[config.mk]
export PLATFORM = sky130hd
export DESIGN_NAME = ecr_range_flags
export DESIGN_NICKNAME = d
export VERILOG_FILES = /design/src/hw/ecr_range_flags.v
export VERILOG_INCLUDE_DIRS = /design/src /design/src/hw
export SDC_FILE = /design/constraint.sdc
export NUM_CORES = 1
export LEC_CHECK = 0
export BUFFER_PORTS_ARGS = -buffer_cell sky130_fd_sc_hd__buf_2
export CAP_MARGIN = 5
export CORE_MARGIN = 5
export CORE_UTILIZATION = 45
export DETAILED_ROUTE_END_ITERATION = 10
export PLACE_DENSITY = 0.69
export SLEW_MARGIN = 20
export SYNTH_ARGS = -nofsm -noshare
export SYNTH_HDL_FRONTEND = slang
export SYNTH_SLANG_ARGS = --single-unit
[constraint.sdc]
create_clock -name pclk -period 3.3 [get_ports pclk]
set_input_delay 0.66 -clock pclk [delete_from_list [all_inputs] [get_ports pclk]]
set_output_delay 0.66 -clock pclk [all_outputs]
set_load 0.03 [all_outputs]
[src/hw/ecr_defs.vh]
// Constants for the encoder range and interrupt flag block.
// Assumes inclusion by bare name from the design file only.
`ifndef ECR_DEFS_VH
`define ECR_DEFS_VH

// ----------------------------------------------------------------
// Register byte offsets
// ----------------------------------------------------------------
`define ECR_OFF_RANGE_CTRL    8'h00
`define ECR_OFF_INT_CTRL_LOW  8'h04
`define ECR_OFF_RANGE_RMW     8'h08
`define ECR_OFF_INT_RMW       8'h0c
`define ECR_OFF_COUNTER_CTRL  8'h10
`define ECR_OFF_MAX_POS       8'h14
`define ECR_OFF_SHARED_CMP    8'h18
`define ECR_OFF_POS_CMP       8'h1c
`define ECR_OFF_IRQ_STATUS    8'h20
`define ECR_OFF_IRQ_CLEAR     8'h24
`define ECR_OFF_IRQ_ENABLE    8'h28

// ----------------------------------------------------------------
// Field positions, extension range control
// ----------------------------------------------------------------
`define ECR_RC_WIDTH_SEL   0
`define ECR_RC_FLAG        1
`define ECR_RC_IRQ_EN      2

// ----------------------------------------------------------------
// Field positions, interrupt control low
// ----------------------------------------------------------------
`define ECR_IC_POS_MATCH_EN    0
`define ECR_IC_POS_MATCH_FLAG  1
`define ECR_IC_SHR_MATCH_EN    2
`define ECR_IC_SHR_MATCH_FLAG  3
`define ECR_IC_WRAP_IDX_EN     4
`define ECR_IC_UNDERFLOW_FLAG  5
`define ECR_IC_OVERFLOW_FLAG   6
`define ECR_IC_INDEX_FLAG      7

// ----------------------------------------------------------------
// Counter control fields and sticky status bit positions
// ----------------------------------------------------------------
`define ECR_CC_SRC_SEL     0
`define ECR_CC_GATE_SEL    1
`define ECR_CC_MODE_LO     2
`define ECR_CC_MODE_HI     3
`define ECR_MODE_WRAP_ONLY 2'b10
`define ECR_ST_RANGE       0
`define ECR_ST_INDEX       1
`define ECR_ST_OVERFLOW    2
`define ECR_ST_UNDERFLOW   3
`define ECR_ST_SHARED      4
`define ECR_ST_POSITION    5
`define ECR_NUM_SRC        6

// ----------------------------------------------------------------
// Range boundary values and reset values
// ----------------------------------------------------------------
`define ECR_FULL_DN_FROM   16'h0001
`define ECR_FULL_UP_FROM   16'hfffe
`define ECR_HALF_DN_FROM   16'h8001
`define ECR_HALF_UP_FROM   16'h7ffe
`define ECR_POS_ZERO       16'h0000
`define ECR_RST_CTRL       16'h0000
`define ECR_RST_IRQ_EN     6'h3f

`endif

[src/hw/ecr_range_flags.v]
// Range, wrap, index and compare flags of an encoder counter unit.
// Assumes the counters and their count strobes come from logic on
// pclk; software reaches the registers over APB.
//
// Operation
// Range flag with its enable set raises the interrupt.
// Full range: flag on down 0001 to 0000 or up fffe to ffff.
// Half range: flag on down 8001 to 8000 or up 7ffe to 7fff.
// Width select 0 picks range 0000-ffff, 1 picks 8000-7fff.
// Flags clear only on written 0; written 1 leaves them alone. A 1 written at offset 24 (ECR_OFF_IRQ_CLEAR) also clears them.
// Read-modify-write reads return 1 in every flag bit.
// Reserved control bits 15 to 3 read zero; software writes 0.
// Index flag sets when the index input resets the position.
// No index flag in gate mode or in wrap-only revolution mode.
// Overflow flag sets on up-count at the maximum position.
// Underflow flag sets on down-count at position zero.
// Wrap/index enable raises interrupt for overflow/underflow/index.
// Source select 0: shared match on position equal to compare.
// Source select 1: shared match on revolution equal to compare.
// Shared match flag with its enable raises the interrupt.
// Position match flag sets on compare equal; enable raises irq.
// All enables, flags and modes reset to zero. The irq_en_r mask resets to 3f instead.
// A set event beats a clearing write in the same cycle.
`timescale 1ns/10ps
`include "ecr_defs.vh"

module ecr_range_flags (
  input  wire        pclk,
  input  wire        presetn,
  input  wire        clk_en,
  input  wire        psel,
  input  wire        penable,
  input  wire        pwrite,
  input  wire [7:0]  paddr,
  input  wire [31:0] pwdata,
  input  wire [3:0]  pstrb,
  output reg  [31:0] prdata,
  output reg         pready,
  output reg         pslverr,
  input  wire [15:0] pos_count,
  input  wire [15:0] rev_count,
  input  wire        pos_up,
  input  wire        pos_down,
  input  wire        rev_up,
  input  wire        rev_down,
  input  wire        pos_reset_by_index,
  output reg         irq
);

  // ----------------------------------------------------------------
  // Byte-lane merge for 16-bit registers
  // ----------------------------------------------------------------
  function [15:0] merge16;
    input [15:0] old;
    input [15:0] data;
    input [1:0]  strb;
    begin
      merge16 = {strb[1] ? data[15:8] : old[15:8],
                 strb[0] ? data[7:0]  : old[7:0]};
    end
  endfunction

  // ----------------------------------------------------------------
  // Address match, plain or through the read-modify-write alias
  // ----------------------------------------------------------------
  function hit2;
    input [7:0] addr;
    input [7:0] base;
    input [7:0] alias_addr;
    begin
      hit2 = (addr == base) || (addr == alias_addr);
    end
  endfunction

  // ----------------------------------------------------------------
  // State
  // ----------------------------------------------------------------
  reg                     width_sel_r;
  reg                     range_en_r;
  reg                     wrap_en_r;
  reg                     shr_en_r;
  reg                     pos_en_r;
  reg  [3:0]              cnt_ctrl_r;
  reg  [15:0]             max_pos_r;
  reg  [15:0]             shr_cmp_r;
  reg  [15:0]             pos_cmp_r;
  reg  [`ECR_NUM_SRC-1:0] flag_r;
  reg  [`ECR_NUM_SRC-1:0] irq_en_r;
  reg                     shr_eq_r;
  reg                     pos_eq_r;

  reg  [`ECR_NUM_SRC-1:0] flag_nxt;
  reg  [`ECR_NUM_SRC-1:0] set_v;
  reg  [`ECR_NUM_SRC-1:0] clr_v;
  reg  [`ECR_NUM_SRC-1:0] src_en;
  reg  [31:0]             rd_nxt;
  reg                     err_nxt;

  wire setup   = psel & ~penable;
  wire wr_acc  = psel & penable & pready & pwrite;
  wire lane0   = wr_acc & pstrb[0];
  wire src_rev = cnt_ctrl_r[`ECR_CC_SRC_SEL];
  wire gate_md = cnt_ctrl_r[`ECR_CC_GATE_SEL];
  wire [1:0] rev_mode = cnt_ctrl_r[`ECR_CC_MODE_HI:`ECR_CC_MODE_LO];

  // ----------------------------------------------------------------
  // Write decode, qualified by the access cycle
  // ----------------------------------------------------------------
  // Narrow registers need lane 0; the 16-bit ones merge per lane
  wire wr_rng = lane0 & hit2(paddr, `ECR_OFF_RANGE_CTRL,
                             `ECR_OFF_RANGE_RMW);
  wire wr_int = lane0 & hit2(paddr, `ECR_OFF_INT_CTRL_LOW,
                             `ECR_OFF_INT_RMW);
  wire wr_cc  = lane0 & (paddr == `ECR_OFF_COUNTER_CTRL);
  wire wr_clr = lane0 & (paddr == `ECR_OFF_IRQ_CLEAR);
  wire wr_ien = lane0 & (paddr == `ECR_OFF_IRQ_ENABLE);
  wire wr_max = wr_acc & (paddr == `ECR_OFF_MAX_POS);
  wire wr_shr = wr_acc & (paddr == `ECR_OFF_SHARED_CMP);
  wire wr_pcm = wr_acc & (paddr == `ECR_OFF_POS_CMP);

  // ----------------------------------------------------------------
  // Event detection
  // ----------------------------------------------------------------
  // Half range moves both edges; the choice is one mux per edge
  wire [15:0] dn_from = width_sel_r ? `ECR_HALF_DN_FROM
                                    : `ECR_FULL_DN_FROM;
  wire [15:0] up_from = width_sel_r ? `ECR_HALF_UP_FROM
                                    : `ECR_FULL_UP_FROM;
  wire range_ev = (rev_down & (rev_count == dn_from)) |
                  (rev_up & (rev_count == up_from));
  wire index_ev = pos_reset_by_index & ~gate_md &
                  (rev_mode != `ECR_MODE_WRAP_ONLY);
  wire ovf_ev   = pos_up & (pos_count == max_pos_r);
  wire unf_ev   = pos_down & (pos_count == `ECR_POS_ZERO);
  wire shr_eq   = src_rev ? (rev_count == shr_cmp_r)
                          : (pos_count == shr_cmp_r);
  wire pos_eq   = (pos_count == pos_cmp_r);
  // Entry into equality sets the flag, so a clear sticks while equal
  wire shr_ev   = shr_eq & ~shr_eq_r;
  wire pos_ev   = pos_eq & ~pos_eq_r;

  // ----------------------------------------------------------------
  // Flag set and clear
  // ----------------------------------------------------------------
  always @* begin
    set_v = {`ECR_NUM_SRC{1'b0}};
    set_v[`ECR_ST_RANGE]     = range_ev;
    set_v[`ECR_ST_INDEX]     = index_ev;
    set_v[`ECR_ST_OVERFLOW]  = ovf_ev;
    set_v[`ECR_ST_UNDERFLOW] = unf_ev;
    set_v[`ECR_ST_SHARED]    = shr_ev;
    set_v[`ECR_ST_POSITION]  = pos_ev;
    clr_v = {`ECR_NUM_SRC{1'b0}};
    if (wr_rng) begin
      clr_v[`ECR_ST_RANGE] = ~pwdata[`ECR_RC_FLAG];
    end
    if (wr_int) begin
      clr_v[`ECR_ST_INDEX]     = ~pwdata[`ECR_IC_INDEX_FLAG];
      clr_v[`ECR_ST_OVERFLOW]  = ~pwdata[`ECR_IC_OVERFLOW_FLAG];
      clr_v[`ECR_ST_UNDERFLOW] = ~pwdata[`ECR_IC_UNDERFLOW_FLAG];
      clr_v[`ECR_ST_SHARED]    = ~pwdata[`ECR_IC_SHR_MATCH_FLAG];
      clr_v[`ECR_ST_POSITION]  = ~pwdata[`ECR_IC_POS_MATCH_FLAG];
    end
    if (wr_clr) begin
      clr_v = clr_v | pwdata[`ECR_NUM_SRC-1:0];
    end
    flag_nxt = set_v | (flag_r & ~clr_v);
  end

  // ----------------------------------------------------------------
  // Interrupt source gating
  // ----------------------------------------------------------------
  always @* begin
    src_en = {`ECR_NUM_SRC{1'b0}};
    src_en[`ECR_ST_RANGE]     = range_en_r;
    src_en[`ECR_ST_INDEX]     = wrap_en_r;
    src_en[`ECR_ST_OVERFLOW]  = wrap_en_r;
    src_en[`ECR_ST_UNDERFLOW] = wrap_en_r;
    src_en[`ECR_ST_SHARED]    = shr_en_r;
    src_en[`ECR_ST_POSITION]  = pos_en_r;
  end

  // ----------------------------------------------------------------
  // Read mux, sampled in the setup cycle
  // ----------------------------------------------------------------
  always @* begin
    rd_nxt  = 32'h0000_0000;
    err_nxt = 1'b0;
    case (paddr)
      `ECR_OFF_RANGE_CTRL, `ECR_OFF_RANGE_RMW: begin
        rd_nxt[`ECR_RC_WIDTH_SEL] = width_sel_r;
        rd_nxt[`ECR_RC_FLAG]      = flag_r[`ECR_ST_RANGE] |
                                    (paddr == `ECR_OFF_RANGE_RMW);
        rd_nxt[`ECR_RC_IRQ_EN]    = range_en_r;
      end
      `ECR_OFF_INT_CTRL_LOW, `ECR_OFF_INT_RMW: begin
        rd_nxt[`ECR_IC_POS_MATCH_EN]   = pos_en_r;
        rd_nxt[`ECR_IC_SHR_MATCH_EN]   = shr_en_r;
        rd_nxt[`ECR_IC_WRAP_IDX_EN]    = wrap_en_r;
        rd_nxt[`ECR_IC_POS_MATCH_FLAG] = flag_r[`ECR_ST_POSITION];
        rd_nxt[`ECR_IC_SHR_MATCH_FLAG] = flag_r[`ECR_ST_SHARED];
        rd_nxt[`ECR_IC_UNDERFLOW_FLAG] = flag_r[`ECR_ST_UNDERFLOW];
        rd_nxt[`ECR_IC_OVERFLOW_FLAG]  = flag_r[`ECR_ST_OVERFLOW];
        rd_nxt[`ECR_IC_INDEX_FLAG]     = flag_r[`ECR_ST_INDEX];
        if (paddr == `ECR_OFF_INT_RMW) begin
          rd_nxt[`ECR_IC_POS_MATCH_FLAG] = 1'b1;
          rd_nxt[`ECR_IC_SHR_MATCH_FLAG] = 1'b1;
          rd_nxt[`ECR_IC_UNDERFLOW_FLAG] = 1'b1;
          rd_nxt[`ECR_IC_OVERFLOW_FLAG]  = 1'b1;
          rd_nxt[`ECR_IC_INDEX_FLAG]     = 1'b1;
        end
      end
      `ECR_OFF_COUNTER_CTRL: rd_nxt[3:0] = cnt_ctrl_r;
      `ECR_OFF_MAX_POS:      rd_nxt[15:0] = max_pos_r;
      `ECR_OFF_SHARED_CMP:   rd_nxt[15:0] = shr_cmp_r;
      `ECR_OFF_POS_CMP:      rd_nxt[15:0] = pos_cmp_r;
      `ECR_OFF_IRQ_STATUS:   rd_nxt[`ECR_NUM_SRC-1:0] = flag_r;
      `ECR_OFF_IRQ_CLEAR:    rd_nxt = 32'h0000_0000;
      `ECR_OFF_IRQ_ENABLE:   rd_nxt[`ECR_NUM_SRC-1:0] = irq_en_r;
      default:               err_nxt = 1'b1;
    endcase
  end

  // ----------------------------------------------------------------
  // APB handshake: one access cycle, no wait states
  // ----------------------------------------------------------------
  always @(posedge pclk or negedge presetn) begin
    if (!presetn) begin
      pready  <= 1'b0;
      pslverr <= 1'b0;
      prdata  <= 32'h0000_0000;
    end else if (clk_en) begin
      pready  <= setup;
      pslverr <= setup & err_nxt;
      if (setup && !pwrite) begin
        prdata <= rd_nxt;
      end
    end
  end

  // ----------------------------------------------------------------
  // Sticky flags and equality history
  // ----------------------------------------------------------------
  always @(posedge pclk or negedge presetn) begin
    if (!presetn) begin
      flag_r   <= {`ECR_NUM_SRC{1'b0}};
      shr_eq_r <= 1'b0;
      pos_eq_r <= 1'b0;
    end else if (clk_en) begin
      flag_r   <= flag_nxt;
      shr_eq_r <= shr_eq;
      pos_eq_r <= pos_eq;
    end
  end

  // ----------------------------------------------------------------
  // Interrupt output
  // ----------------------------------------------------------------
  // Registered, so irq lags its flag by one cycle
  always @(posedge pclk or negedge presetn) begin
    if (!presetn) begin
      irq <= 1'b0;
    end else if (clk_en) begin
      irq <= |(flag_r & src_en & irq_en_r);
    end
  end

  // ----------------------------------------------------------------
  // Range control
  // ----------------------------------------------------------------
  always @(posedge pclk or negedge presetn) begin
    if (!presetn) begin
      width_sel_r <= 1'b0;
      range_en_r  <= 1'b0;
    end else if (clk_en) begin
      if (wr_rng) begin
        width_sel_r <= pwdata[`ECR_RC_WIDTH_SEL];
        range_en_r  <= pwdata[`ECR_RC_IRQ_EN];
      end
    end
  end

  // ----------------------------------------------------------------
  // Interrupt control enables
  // ----------------------------------------------------------------
  always @(posedge pclk or negedge presetn) begin
    if (!presetn) begin
      pos_en_r  <= 1'b0;
      shr_en_r  <= 1'b0;
      wrap_en_r <= 1'b0;
    end else if (clk_en) begin
      if (wr_int) begin
        pos_en_r  <= pwdata[`ECR_IC_POS_MATCH_EN];
        shr_en_r  <= pwdata[`ECR_IC_SHR_MATCH_EN];
        wrap_en_r <= pwdata[`ECR_IC_WRAP_IDX_EN];
      end
    end
  end

  // ----------------------------------------------------------------
  // Counter control
  // ----------------------------------------------------------------
  always @(posedge pclk or negedge presetn) begin
    if (!presetn) begin
      cnt_ctrl_r <= 4'h0;
    end else if (clk_en) begin
      if (wr_cc) begin
        cnt_ctrl_r <= pwdata[3:0];
      end
    end
  end

  // ----------------------------------------------------------------
  // Interrupt enable mask
  // ----------------------------------------------------------------
  always @(posedge pclk or negedge presetn) begin
    if (!presetn) begin
      irq_en_r <= `ECR_RST_IRQ_EN;
    end else if (clk_en) begin
      if (wr_ien) begin
        irq_en_r <= pwdata[`ECR_NUM_SRC-1:0];
      end
    end
  end

  // ----------------------------------------------------------------
  // Maximum position
  // ----------------------------------------------------------------
  always @(posedge pclk or negedge presetn) begin
    if (!presetn) begin
      max_pos_r <= 16'h0000;
    end else if (clk_en) begin
      if (wr_max) begin
        max_pos_r <= merge16(max_pos_r, pwdata[15:0], pstrb[1:0]);
      end
    end
  end

  // ----------------------------------------------------------------
  // Shared compare
  // ----------------------------------------------------------------
  always @(posedge pclk or negedge presetn) begin
    if (!presetn) begin
      shr_cmp_r <= 16'h0000;
    end else if (clk_en) begin
      if (wr_shr) begin
        shr_cmp_r <= merge16(shr_cmp_r, pwdata[15:0], pstrb[1:0]);
      end
    end
  end

  // ----------------------------------------------------------------
  // Position compare
  // ----------------------------------------------------------------
  always @(posedge pclk or negedge presetn) begin
    if (!presetn) begin
      pos_cmp_r <= 16'h0000;
    end else if (clk_en) begin
      if (wr_pcm) begin
        pos_cmp_r <= merge16(pos_cmp_r, pwdata[15:0], pstrb[1:0]);
      end
    end
  end

endmodule

==> impl_metrics.ini, run 1 <==
[outcome]
status = finished clean

[global_routing]
grt_antenna_before_repair = 0
grt_pass1_vias = 4297
track_usage_pct = 21.4
grt_pass1_wl_um = 23600
grt_max_degree = 41
grt-ovfl-total = 0

[finish]
postLayoutCoreUtil_pct = 53.3
final_common_cell = buf_2
final_cell_mix = buf_2, dfrtp_1, mux2_2
finalNetCount = 647
area_growth_pct = 16.9
multi_input_area_mm2 = 0.00273
n_antenna_cell = 0
fillers = 976
drive_above_1_share_pct = 35.4
regArea_mm2 = 0.00226

[clock_network]
worstSkewPairLatency_ns = 0.34
cts_buffers = 9
clk_path_buf_depth = 2
htree_levels = 3
postCtsSetupRepairBufs = 0
cts_tree = yes
cts_resized = 0
hold_buffers = 0
cts.clk_slew.worst_paths_ns = 0.06
clock-sinks = 90
root_buffer = clkbuf_16

[critical_path]
critPathSlowestCell = and2_1
critPathMaxFanout = 16
cp_cell_sequence = buf_2, nor3b_1, buf_4, and3_2, and2_1, mux2_2
cp-end-kind = flop
cp-start-kind = input pin
cp.required_ns = 3.52
critPathMaxStageDelay_ns = 0.46
worst_ep_arrival_time_ns = 2.57
critPathKind = in2reg

[sta]
skew_ns = 0.00906
slew_headroom_pct = 37.0
min_period_ns = 2.35
drv_slew = 0
min_period_over_period_pct = 71.2
rsz0062_at_grt = false
tightest_slew_ns = 0.945
max_freq_ghz = 0.426
setup_tns_ns = 0
hold_viol = 0
setup_viol = 0

[synthesis]
ys_seq_elements = 90
syn_avg_cell_area_um2 = 11.0
yosysUniqueCellTypes = 57
synth-edff-count = 0
synth_xor_area_share_pct = 8.11
synth_top_family_by_area = multiplexers
synth_compound_area_share_pct = 10.6
synthMuxAreaShare_pct = 18.4
seq_area_frac_synth_pct = 43.6
async_reset_ff_share_pct = 100
yosysWarnings = 0
synth-adder-area-share_pct = 0
synthSimpleGateAreaFrac_pct = 14.4
synth_area_mm2 = 0.00518
synth_cells = 470
ys.flop_type = dfrtp_1

[detailed_routing]
finalWirelength_um = 14700
drt_pass1_iterations = 7
num_vias = 4201
drt-wirelength-per-cell_um = 20.8
drc_errors = 0
viasPerCell = 5.93
postRouteAntennaNets = 0
drtIter0Drc = 395

[power_and_ir_drop]
cell_internal_pwr_w = 0.00192
ir_drop_mv = 0.249
p_leak_nw = 2.76
p_clk_share_pct = 46.5
pwr-share-comb_pct = 9.2
switchingPower_w = 0.000582
power.density_mw_per_mm2 = 414
swShare_pct = 23.2
seq_power_share_pct = 44.3

[placement]
port-buffer-count = 87
dp.final_hpwl_um = 11400
gp_congestion = 0.996

[hold_path]
min_path_type = in2async

[die]
ioPinCount = 122
die_w_um = 117
dieArea_mm2 = 0.0138
core_mm2 = 0.0114
rows = 39
die_h_um = 117
start_util_pct = 45.6

[flow_run]
drv_cap = 0
==> worst max-delay path: cells and delay by family <==
kind | cells | cell delay, ns
buffers and inverters | 2 | 0.40
multiplexers | 1 | 0.40
AND/OR/NAND/NOR | 3 | 1.10
==> cell families after synthesis <==
group                  Yosys count
AND/OR/NAND/NOR                123
flip-flops                      90
multiplexers                    86
AO/OA/AOI/OAI                   82
XOR/XNOR                        48
buffers and inverters           40
other                            1
==> state kept, by name, indices dropped and copies added, names as in the netlist <==
register,cells
wrap_en_r,1
width_sel_r,1
flag_r,6
max_pos_r,16
pos_cmp_r,16
shr_eq_r,1
shr_cmp_r,16
cnt_ctrl_r,4
irq,1
pslverr,1
shr_en_r,1
pos_en_r,1
irq_en_r,6
pos_eq_r,1
pready,1
prdata,16
range_en_r,1
==> metal layers <==
metal | GRT usage (%) | wire length (µm) | vias up
met5 | 0 | 0 | -
met4 | 7.18 | 303 | 0
met3 | 4.86 | 1060 | 28
met2 | 35.0 | 7200 | 192
met1 | 27.9 | 6140 | 2095
li1 | - | - | 1886
==> synth_stat cells, types with 2 or more instances <==
| library cell | instances | area, µm² |
|---|---|---|
| nand3_1 | 11 | 55.1 |
| a31oi_1 | 3 | 18.8 |
| clkbuf_1 | 3 | 11.3 |
| o22ai_1 | 5 | 31.3 |
| or3_1 | 2 | 12.5 |
| xnor2_1 | 40 | 350 |
| a222oi_1 | 4 | 40.0 |
| a211oi_1 | 3 | 22.5 |
| a21oi_1 | 14 | 70.1 |
| mux2i_1 | 19 | 190 |
| buf_2 | 9 | 45.0 |
| xor2_1 | 8 | 70.1 |
| o2bb2ai_1 | 2 | 17.5 |
| dfrtp_1 | 84 | 2100 |
| nand2_1 | 29 | 109 |
| a22oi_1 | 3 | 22.5 |
| inv_1 | 6 | 22.5 |
| o21ai_0 | 24 | 120 |
| buf_6 | 2 | 22.5 |
| mux2_2 | 66 | 743 |
| and3_1 | 2 | 12.5 |
| nor3_1 | 9 | 45.0 |
| a21o_1 | 4 | 30.0 |
| nor3b_1 | 2 | 15.0 |
| nor4b_1 | 4 | 35.0 |
| a22o_1 | 10 | 87.6 |
| nor4_1 | 12 | 75.1 |
| nor2b_1 | 6 | 37.5 |
| nor2_1 | 13 | 48.8 |
| nand4_1 | 11 | 68.8 |
| nor3_4 | 2 | 32.5 |
| dfstp_2 | 6 | 158 |
| nand2_2 | 4 | 25.0 |
| o31ai_1 | 2 | 15.0 |
| nand2b_1 | 2 | 12.5 |
| and2_1 | 2 | 12.5 |
| a221oi_1 | 4 | 35.0 |
| buf_4 | 19 | 143 |
==> area by class of cell <==
cell class                 count  area share (%)
multi-input combinational    355            45.1
inverter                       6           0.372
clock inverter                 7            1.94
timing repair buffer          98            8.60
sequential                    90            37.3
clock buffer                   9            3.72
tap                          143            2.96
==> power groups by stage <==
stage | registers [W] | clock network [W] | logic, W
floorplan | 0.00114 | 0 | 0.000114
global placement | 0.00113 | 0 | 0.000225
detailed placement | 0.00113 | 0 | 0.000228
CTS | 0.00111 | 0.00118 | 0.000229
global route | 0.00111 | 0.00124 | 0.000251
finish | 0.00111 | 0.00116 | 0.000231
==> final timing paths <==
kind,start,end,slack [ns],cells after the start
min,presetn,shr_cmp_r[9],0.29,1
max reg2reg,cnt_ctrl_r[0],flag_r[4],0.98,5
min reg2reg,pos_eq_r,flag_r[5],0.45,1
min in group pclk,pos_eq_r,flag_r[5],0.45,1
max in group asynchronous,presetn,pslverr,2.25,2
max,paddr[2],max_pos_r[5],0.95,6
==> per-stage QoR <==
stage	power [W]	cell area, µm²	hold slack [ns]	instances	setup slack, ns
floorplan	0.00125	5240	0.364	485	1.02
global placement	0.00135	5710	0.425	692	0.655
detailed placement	0.00136	5710	0.440	692	0.645
CTS	0.00252	6050	0.296	708	0.951
global route	0.00260	6050	0.321	708	0.819
finish	0.00251	6050	0.291	708	0.950
Power figures use the tool's default switching activity.
==> run 2, diff against run 1 <==
Settings changed: PLACE_DENSITY 0.69 to 0.71.
Clock period 3.3 ns to 2.1 ns, I/O delays scaled along.
==> run 2 against run 1 <==
The flow now finishes with violations (hold timing). Flip-flop and latch count unchanged. Clock power increased by 29%. Sequential power increased by 57%. Via count increased by 2.4%. First-iteration DRC count decreased by 21%. Register-to-register slack got worse by 0.77 ns. Largest power group is now registers. Sequential share of layout area decreased by 1.2 points. Core utilization increased by 1.8 points. Total power increased by 45%. Worst setup slack got worse by 0.74 ns. Clock skew decreased by 0.00087 ns.
==> impl_metrics.ini, run 2 (same netlist as run 1, synthesis figures left out) <==
[die]
start_util_pct = 45.6
core_mm2 = 0.0114
rows = 39
die_h_um = 117
ioPinCount = 122
die_w_um = 117
dieArea_mm2 = 0.0138

[detailed_routing]
viasPerCell = 5.87
drc_errors = 0
num_vias = 4301
postRouteAntennaNets = 0
drtIter0Drc = 314
drt_pass1_iterations = 5
finalWirelength_um = 15200
drt-wirelength-per-cell_um = 20.8

[clock_network]
clk_path_buf_depth = 2
clock-sinks = 90
worstSkewPairLatency_ns = 0.34
postCtsSetupRepairBufs = 0
cts_tree = yes
hold_buffers = 0
htree_levels = 3
cts_buffers = 9
root_buffer = clkbuf_16
cts.clk_slew.worst_paths_ns = 0.06
cts_resized = 0

[power_and_ir_drop]
power.density_mw_per_mm2 = 580
switchingPower_w = 0.000942
swShare_pct = 26.0
ir_drop_mv = 0.425
p_clk_share_pct = 41.3
cell_internal_pwr_w = 0.00269
pwr-share-comb_pct = 10.6
seq_power_share_pct = 48.1
p_leak_nw = 2.86

[critical_path]
worstReg2RegStart = cnt_ctrl_r[0]
crit_family = flip-flops
cp.required_ns = 2.37
reg2reg_depth = 6
worst_ep_arrival_time_ns = 2.16
critPathSlowestCell = dfrtp_1
cp-end-kind = flop
ff2ff_setup_slack_ns = 0.21
cp-start-kind = flop
critPathMaxStageDelay_ns = 0.43
critPathKind = reg2reg
crit_buf_inv = 1
critPathMaxFanout = 16
cp_cell_sequence = buf_12, mux2_2, nor3b_1, o2111a_1, nand4_1, o21bai_1
r2r-end = flag_r[4]

[finish]
finalNetCount = 672
final_cell_mix = buf_2, dfrtp_1, mux2_2
final_common_cell = buf_2
fillers = 999
stdcell_area_mm2 = 0.00626
n_antenna_cell = 0
area_growth_pct = 20.8
drive_above_1_share_pct = 37.8

[sta]
rsz0062_at_grt = false
drv_slew = 0
holdWs_ns = -0.00301
max_freq_ghz = 0.529
setup_ws_ns = 0.208
min_period_over_period_pct = 90.1
slew_headroom_pct = 62.7
tightest_slew_ns = 0.559
setup_viol = 0
min_period_ns = 1.89
hold_viol = 2
skew_ns = 0.00819

[placement]
placed_area_mm2 = 0.00599
pre_cts_slack_ns = -0.0887
port-buffer-count = 87
dp.final_hpwl_um = 12000
gp_congestion = 0.947

[outcome]
status = finished, violations left
violations = hold timing

[global_routing]
grt-ovfl-total = 0
grt_antenna_before_repair = 0
grt_pass1_wl_um = 23900
grt_pass1_vias = 4248
grt_max_degree = 37
track_usage_pct = 21.9

[hold_path]
min_path_type = in2async

[flow_run]
drv_cap = 0
run 2: power by group through the flow:
stage          Sequential (W)  Combinational (W)  Clock [W]
2_1_floorplan         0.00179           0.000179          0
3_3_place_gp          0.00178           0.000379          0
3_5_place_dp          0.00178           0.000382          0
4_1_cts               0.00174           0.000384    0.00154
5_1_grt               0.00174           0.000416    0.00162
6_report              0.00174           0.000386    0.00150
run 2: final cells by class:
cell class | count | area [µm²] | share of cell area (%)
clock inverter | 5 | 40.0 | 0.640
tap | 143 | 179 | 2.86
timing repair buffer | 123 | 796 | 12.7
clock buffer | 11 | 233 | 3.72
inverter | 6 | 22.5 | 0.360
multi-input combinational | 355 | 2730 | 43.6
sequential | 90 | 2260 | 36.1
run 2: worst max-delay path by stage:
stage	from	slack [ns]	to	cells past startpoint
6_report	cnt_ctrl_r[0]	0.21	flag_r[4]	6
5_1_grt	cnt_ctrl_r[0]	0.15	flag_r[4]	6
4_1_cts	cnt_ctrl_r[0]	0.23	flag_r[4]	6
3_5_place_dp	paddr[7]	-0.09	shr_cmp_r[7]	6
3_3_place_gp	paddr[7]	-0.06	shr_cmp_r[7]	6
2_1_floorplan	paddr[7]	0.06	shr_cmp_r[10]	5
run 2: metrics by stage:
stage                     total power [W]  std cells  utilization, %  hold slack, ns  setup TNS (ns)
after global routing              0.00378        733            55.1          0.0124               0
after detailed placement          0.00216        717            52.7           0.372           -1.52
final                             0.00363        733            55.1        -0.00301               0
after global placement            0.00216        717            52.7           0.363           -1.19
after floorplan                   0.00196        485               -           0.124               0
after CTS                         0.00366        733            55.1         0.00176               0
run 2: metal layers:
metal | wire [µm] | vias up | GRT usage [%]
li1 | - | 1935 | -
met1 | 6460 | 2154 | 30.2
met2 | 7370 | 195 | 34.7
met3 | 1190 | 17 | 5.15
met4 | 229 | 0 | 5.58
met5 | 0 | - | 0
run 2: worst register-to-register path: cells and delay by family, from the launching register on:
| kind | cells | cell delay [ns] |
|---|---|---|
| compound gates | 2 | 0.42 |
| buf+inv | 1 | 0.20 |
| flops | 1 | 0.43 |
| mux | 1 | 0.36 |
| simple gates | 2 | 0.40 |
==> run 3, diff against run 2 <==
Settings changed: ABC_AREA set to 1, PLACE_DENSITY 0.71 to 0.68.
Clock period 2.1 ns to 2.25 ns, I/O delays scaled along.
==> run 3 against run 2 <==
The run now ends clean. Critical path depth shrank 1. Total power shrank 7.7%. Register-to-register slack gained 0.26 ns. Maximum frequency grew 6.0%. Clock skew grew 0.0044 ns. Highest routed layer unchanged.
==> impl_metrics.ini, run 3 <==
[synthesis]
yosysWarnings = 0
async_reset_ff_share_pct = 100
yosysUniqueCellTypes = 34
syn_avg_cell_area_um2 = 7.03
ys_top_cells_by_count = nand2_1, dfrtp_1, inv_1
synth_top_area_cell = dfrtp_1
synth_area_mm2 = 0.00556
synth_cells = 792
synth_top_area_share_pct = 37.8
seq_area_frac_synth_pct = 40.6
ys_seq_elements = 90
synth-edff-count = 0
ys.flop_type = dfrtp_1
synth_most_common_cell = nand2_1
synth_area_leaders = dfrtp_1, nand2_1, nand3_1

[critical_path]
critPathMaxStageDelay_ns = 0.40
crit_family = simple AND/OR/NAND/NOR gates
ff2ff_setup_slack_ns = 0.47
cp_cell_sequence = nand4_2, nor2_2, nand2_1, o211ai_2, nand2_1
r2r-end = flag_r[5]
cp-start-kind = flop
worstReg2RegStart = pready
crit_buf_inv = 0
critPathMaxFanout = 11
cp.required_ns = 2.49
reg2reg_depth = 5
crit_path_frequent_cell = nand2_1
worst_ep_arrival_time_ns = 2.02
critPathKind = reg2reg
cp-end-kind = flop
critPathSlowestCell = dfrtp_1
cp-startpoint = pready

[detailed_routing]
viasPerCell = 5.13
finalWirelength_um = 16900
num_vias = 5392
met3_length_um = 1430
postRouteAntennaNets = 0
dr_wl_met2_um = 7070
drt-wirelength-per-cell_um = 16.0
drtIter0Drc = 485
m1WireLength_um = 8000
dr.max_layer_used = met4
drt_pass1_iterations = 5
drc_errors = 0

[clock_network]
clk_path_buf_depth = 2
postCtsSetupRepairBufs = 0
clock-sinks = 90
worstSkewPairLatency_ns = 0.35
cts_tree = yes
cts_buffers = 9
htree_levels = 3
hold_buffers = 0
cts.clk_slew.worst_paths_ns = 0.07
root_buffer = clkbuf_16
cts_resized = 0

[sta]
setup_tns_ns = 0
tightest_slew_ns = 0.522
slew_headroom_pct = 65.1
min_period_over_period_pct = 79.3
holdWs_ns = 0.0583
drv_slew = 0
hold_viol = 0
setup_viol = 0
max_freq_ghz = 0.560
min_period_ns = 1.78
skew_ns = 0.0126
rsz0062_at_grt = false

[finish]
final_cell_mix = nand2_1, buf_2, dfrtp_1
area_growth_pct = 14.6
n_antenna_cell = 0
postLayoutCoreUtil_pct = 52.9
finalNetCount = 966
final_common_cell = nand2_1
drive_above_1_share_pct = 18.8

[flow_run]
drv_cap = 0

[global_routing]
grt_antenna_before_repair = 0
grt-ovfl-total = 0
track_usage_pct = 23.7
grt_max_degree = 37
grt_pass1_wl_um = 27100
grt_pass1_vias = 5048

[die]
start_util_pct = 46.1
die_h_um = 121
rows = 40
core_mm2 = 0.0121
dieArea_mm2 = 0.0147
die_w_um = 121
ioPinCount = 122

[placement]
dp.final_hpwl_um = 13200
port-buffer-count = 87
gp_congestion = 0.963

[outcome]
status = finished clean

[hold_path]
min_path_type = in2async

[power_and_ir_drop]
power.density_mw_per_mm2 = 526
p_leak_nw = 3.32
ir_drop_mv = 0.300
[run 3: cell types whose count changed after synthesis, sizes merged, moves of 32 or more]
cell | before | now
nand2 | 33 | 316
o21ai | 24 | 90
nand3 | 11 | 58
xnor2 | 40 | 8
mux2 | 66 | 0
inv | 6 | 76
nor2 | 13 | 62
[run 3: final cells by class]
cell class	count	area (µm²)
clock buffer	11	233
clock inverter	5	31.3
fill	1193	5680
inverter	76	285
multi-input combinational	604	2830
sequential	90	2260
tap	168	210
timing repair buffer	98	533
[run 3: routing by layer]
metal | vias to the layer above | global-route usage (%)
met5 | - | 0
met4 | 0 | 6.93
met3 | 26 | 4.10
met2 | 223 | 34.0
met1 | 2457 | 36.4
li1 | 2686 | -
[run 3: how the worst max path moves through the flow]
stage | end | cells after the start
after CTS | flag_r[5] | 5
after global routing | pos_cmp_r[2] | 4
after global placement | flag_r[4] | 7
after detailed placement | flag_r[5] | 6
after floorplan | flag_r[2] | 7
final | flag_r[5] | 5
[run 3: cells by family after synthesis]
kind of cell	share of synthesized area [%]
compound gates	11.9
xor+xnor	2.05
flops	40.6
buf+inv	9.62
simple gates	35.8
other cells	0.0674
[run 3: report_power, final]
group | switching, W | leakage [nW] | internal [W]
Clock | 0.000620 | 0.129 | 0.000745
Sequential | 0.00000484 | 1.23 | 0.00162
Combinational | 0.000253 | 1.96 | 0.000103
[run 3: worst register-to-register path, stage by stage (launching register included)]
cell and delay [ns]:
dfrtp_1 0.40, nand4_2 0.19, nor2_2 0.39, nand2_1 0.38
o211ai_2 0.25, nand2_1 0.08
[run 3: metrics by stage]
stage                     cells  instance area (µm²)  power [W]  setup slack (ns)
after CTS                  1052                 6380    0.00336             0.457
after detailed placement   1036                 6110    0.00201             0.307
after global placement     1036                 6110    0.00201             0.325
final                      1052                 6380    0.00335             0.465
after floorplan             807                 5620    0.00186             0.638
after global routing       1052                 6380    0.00348             0.305
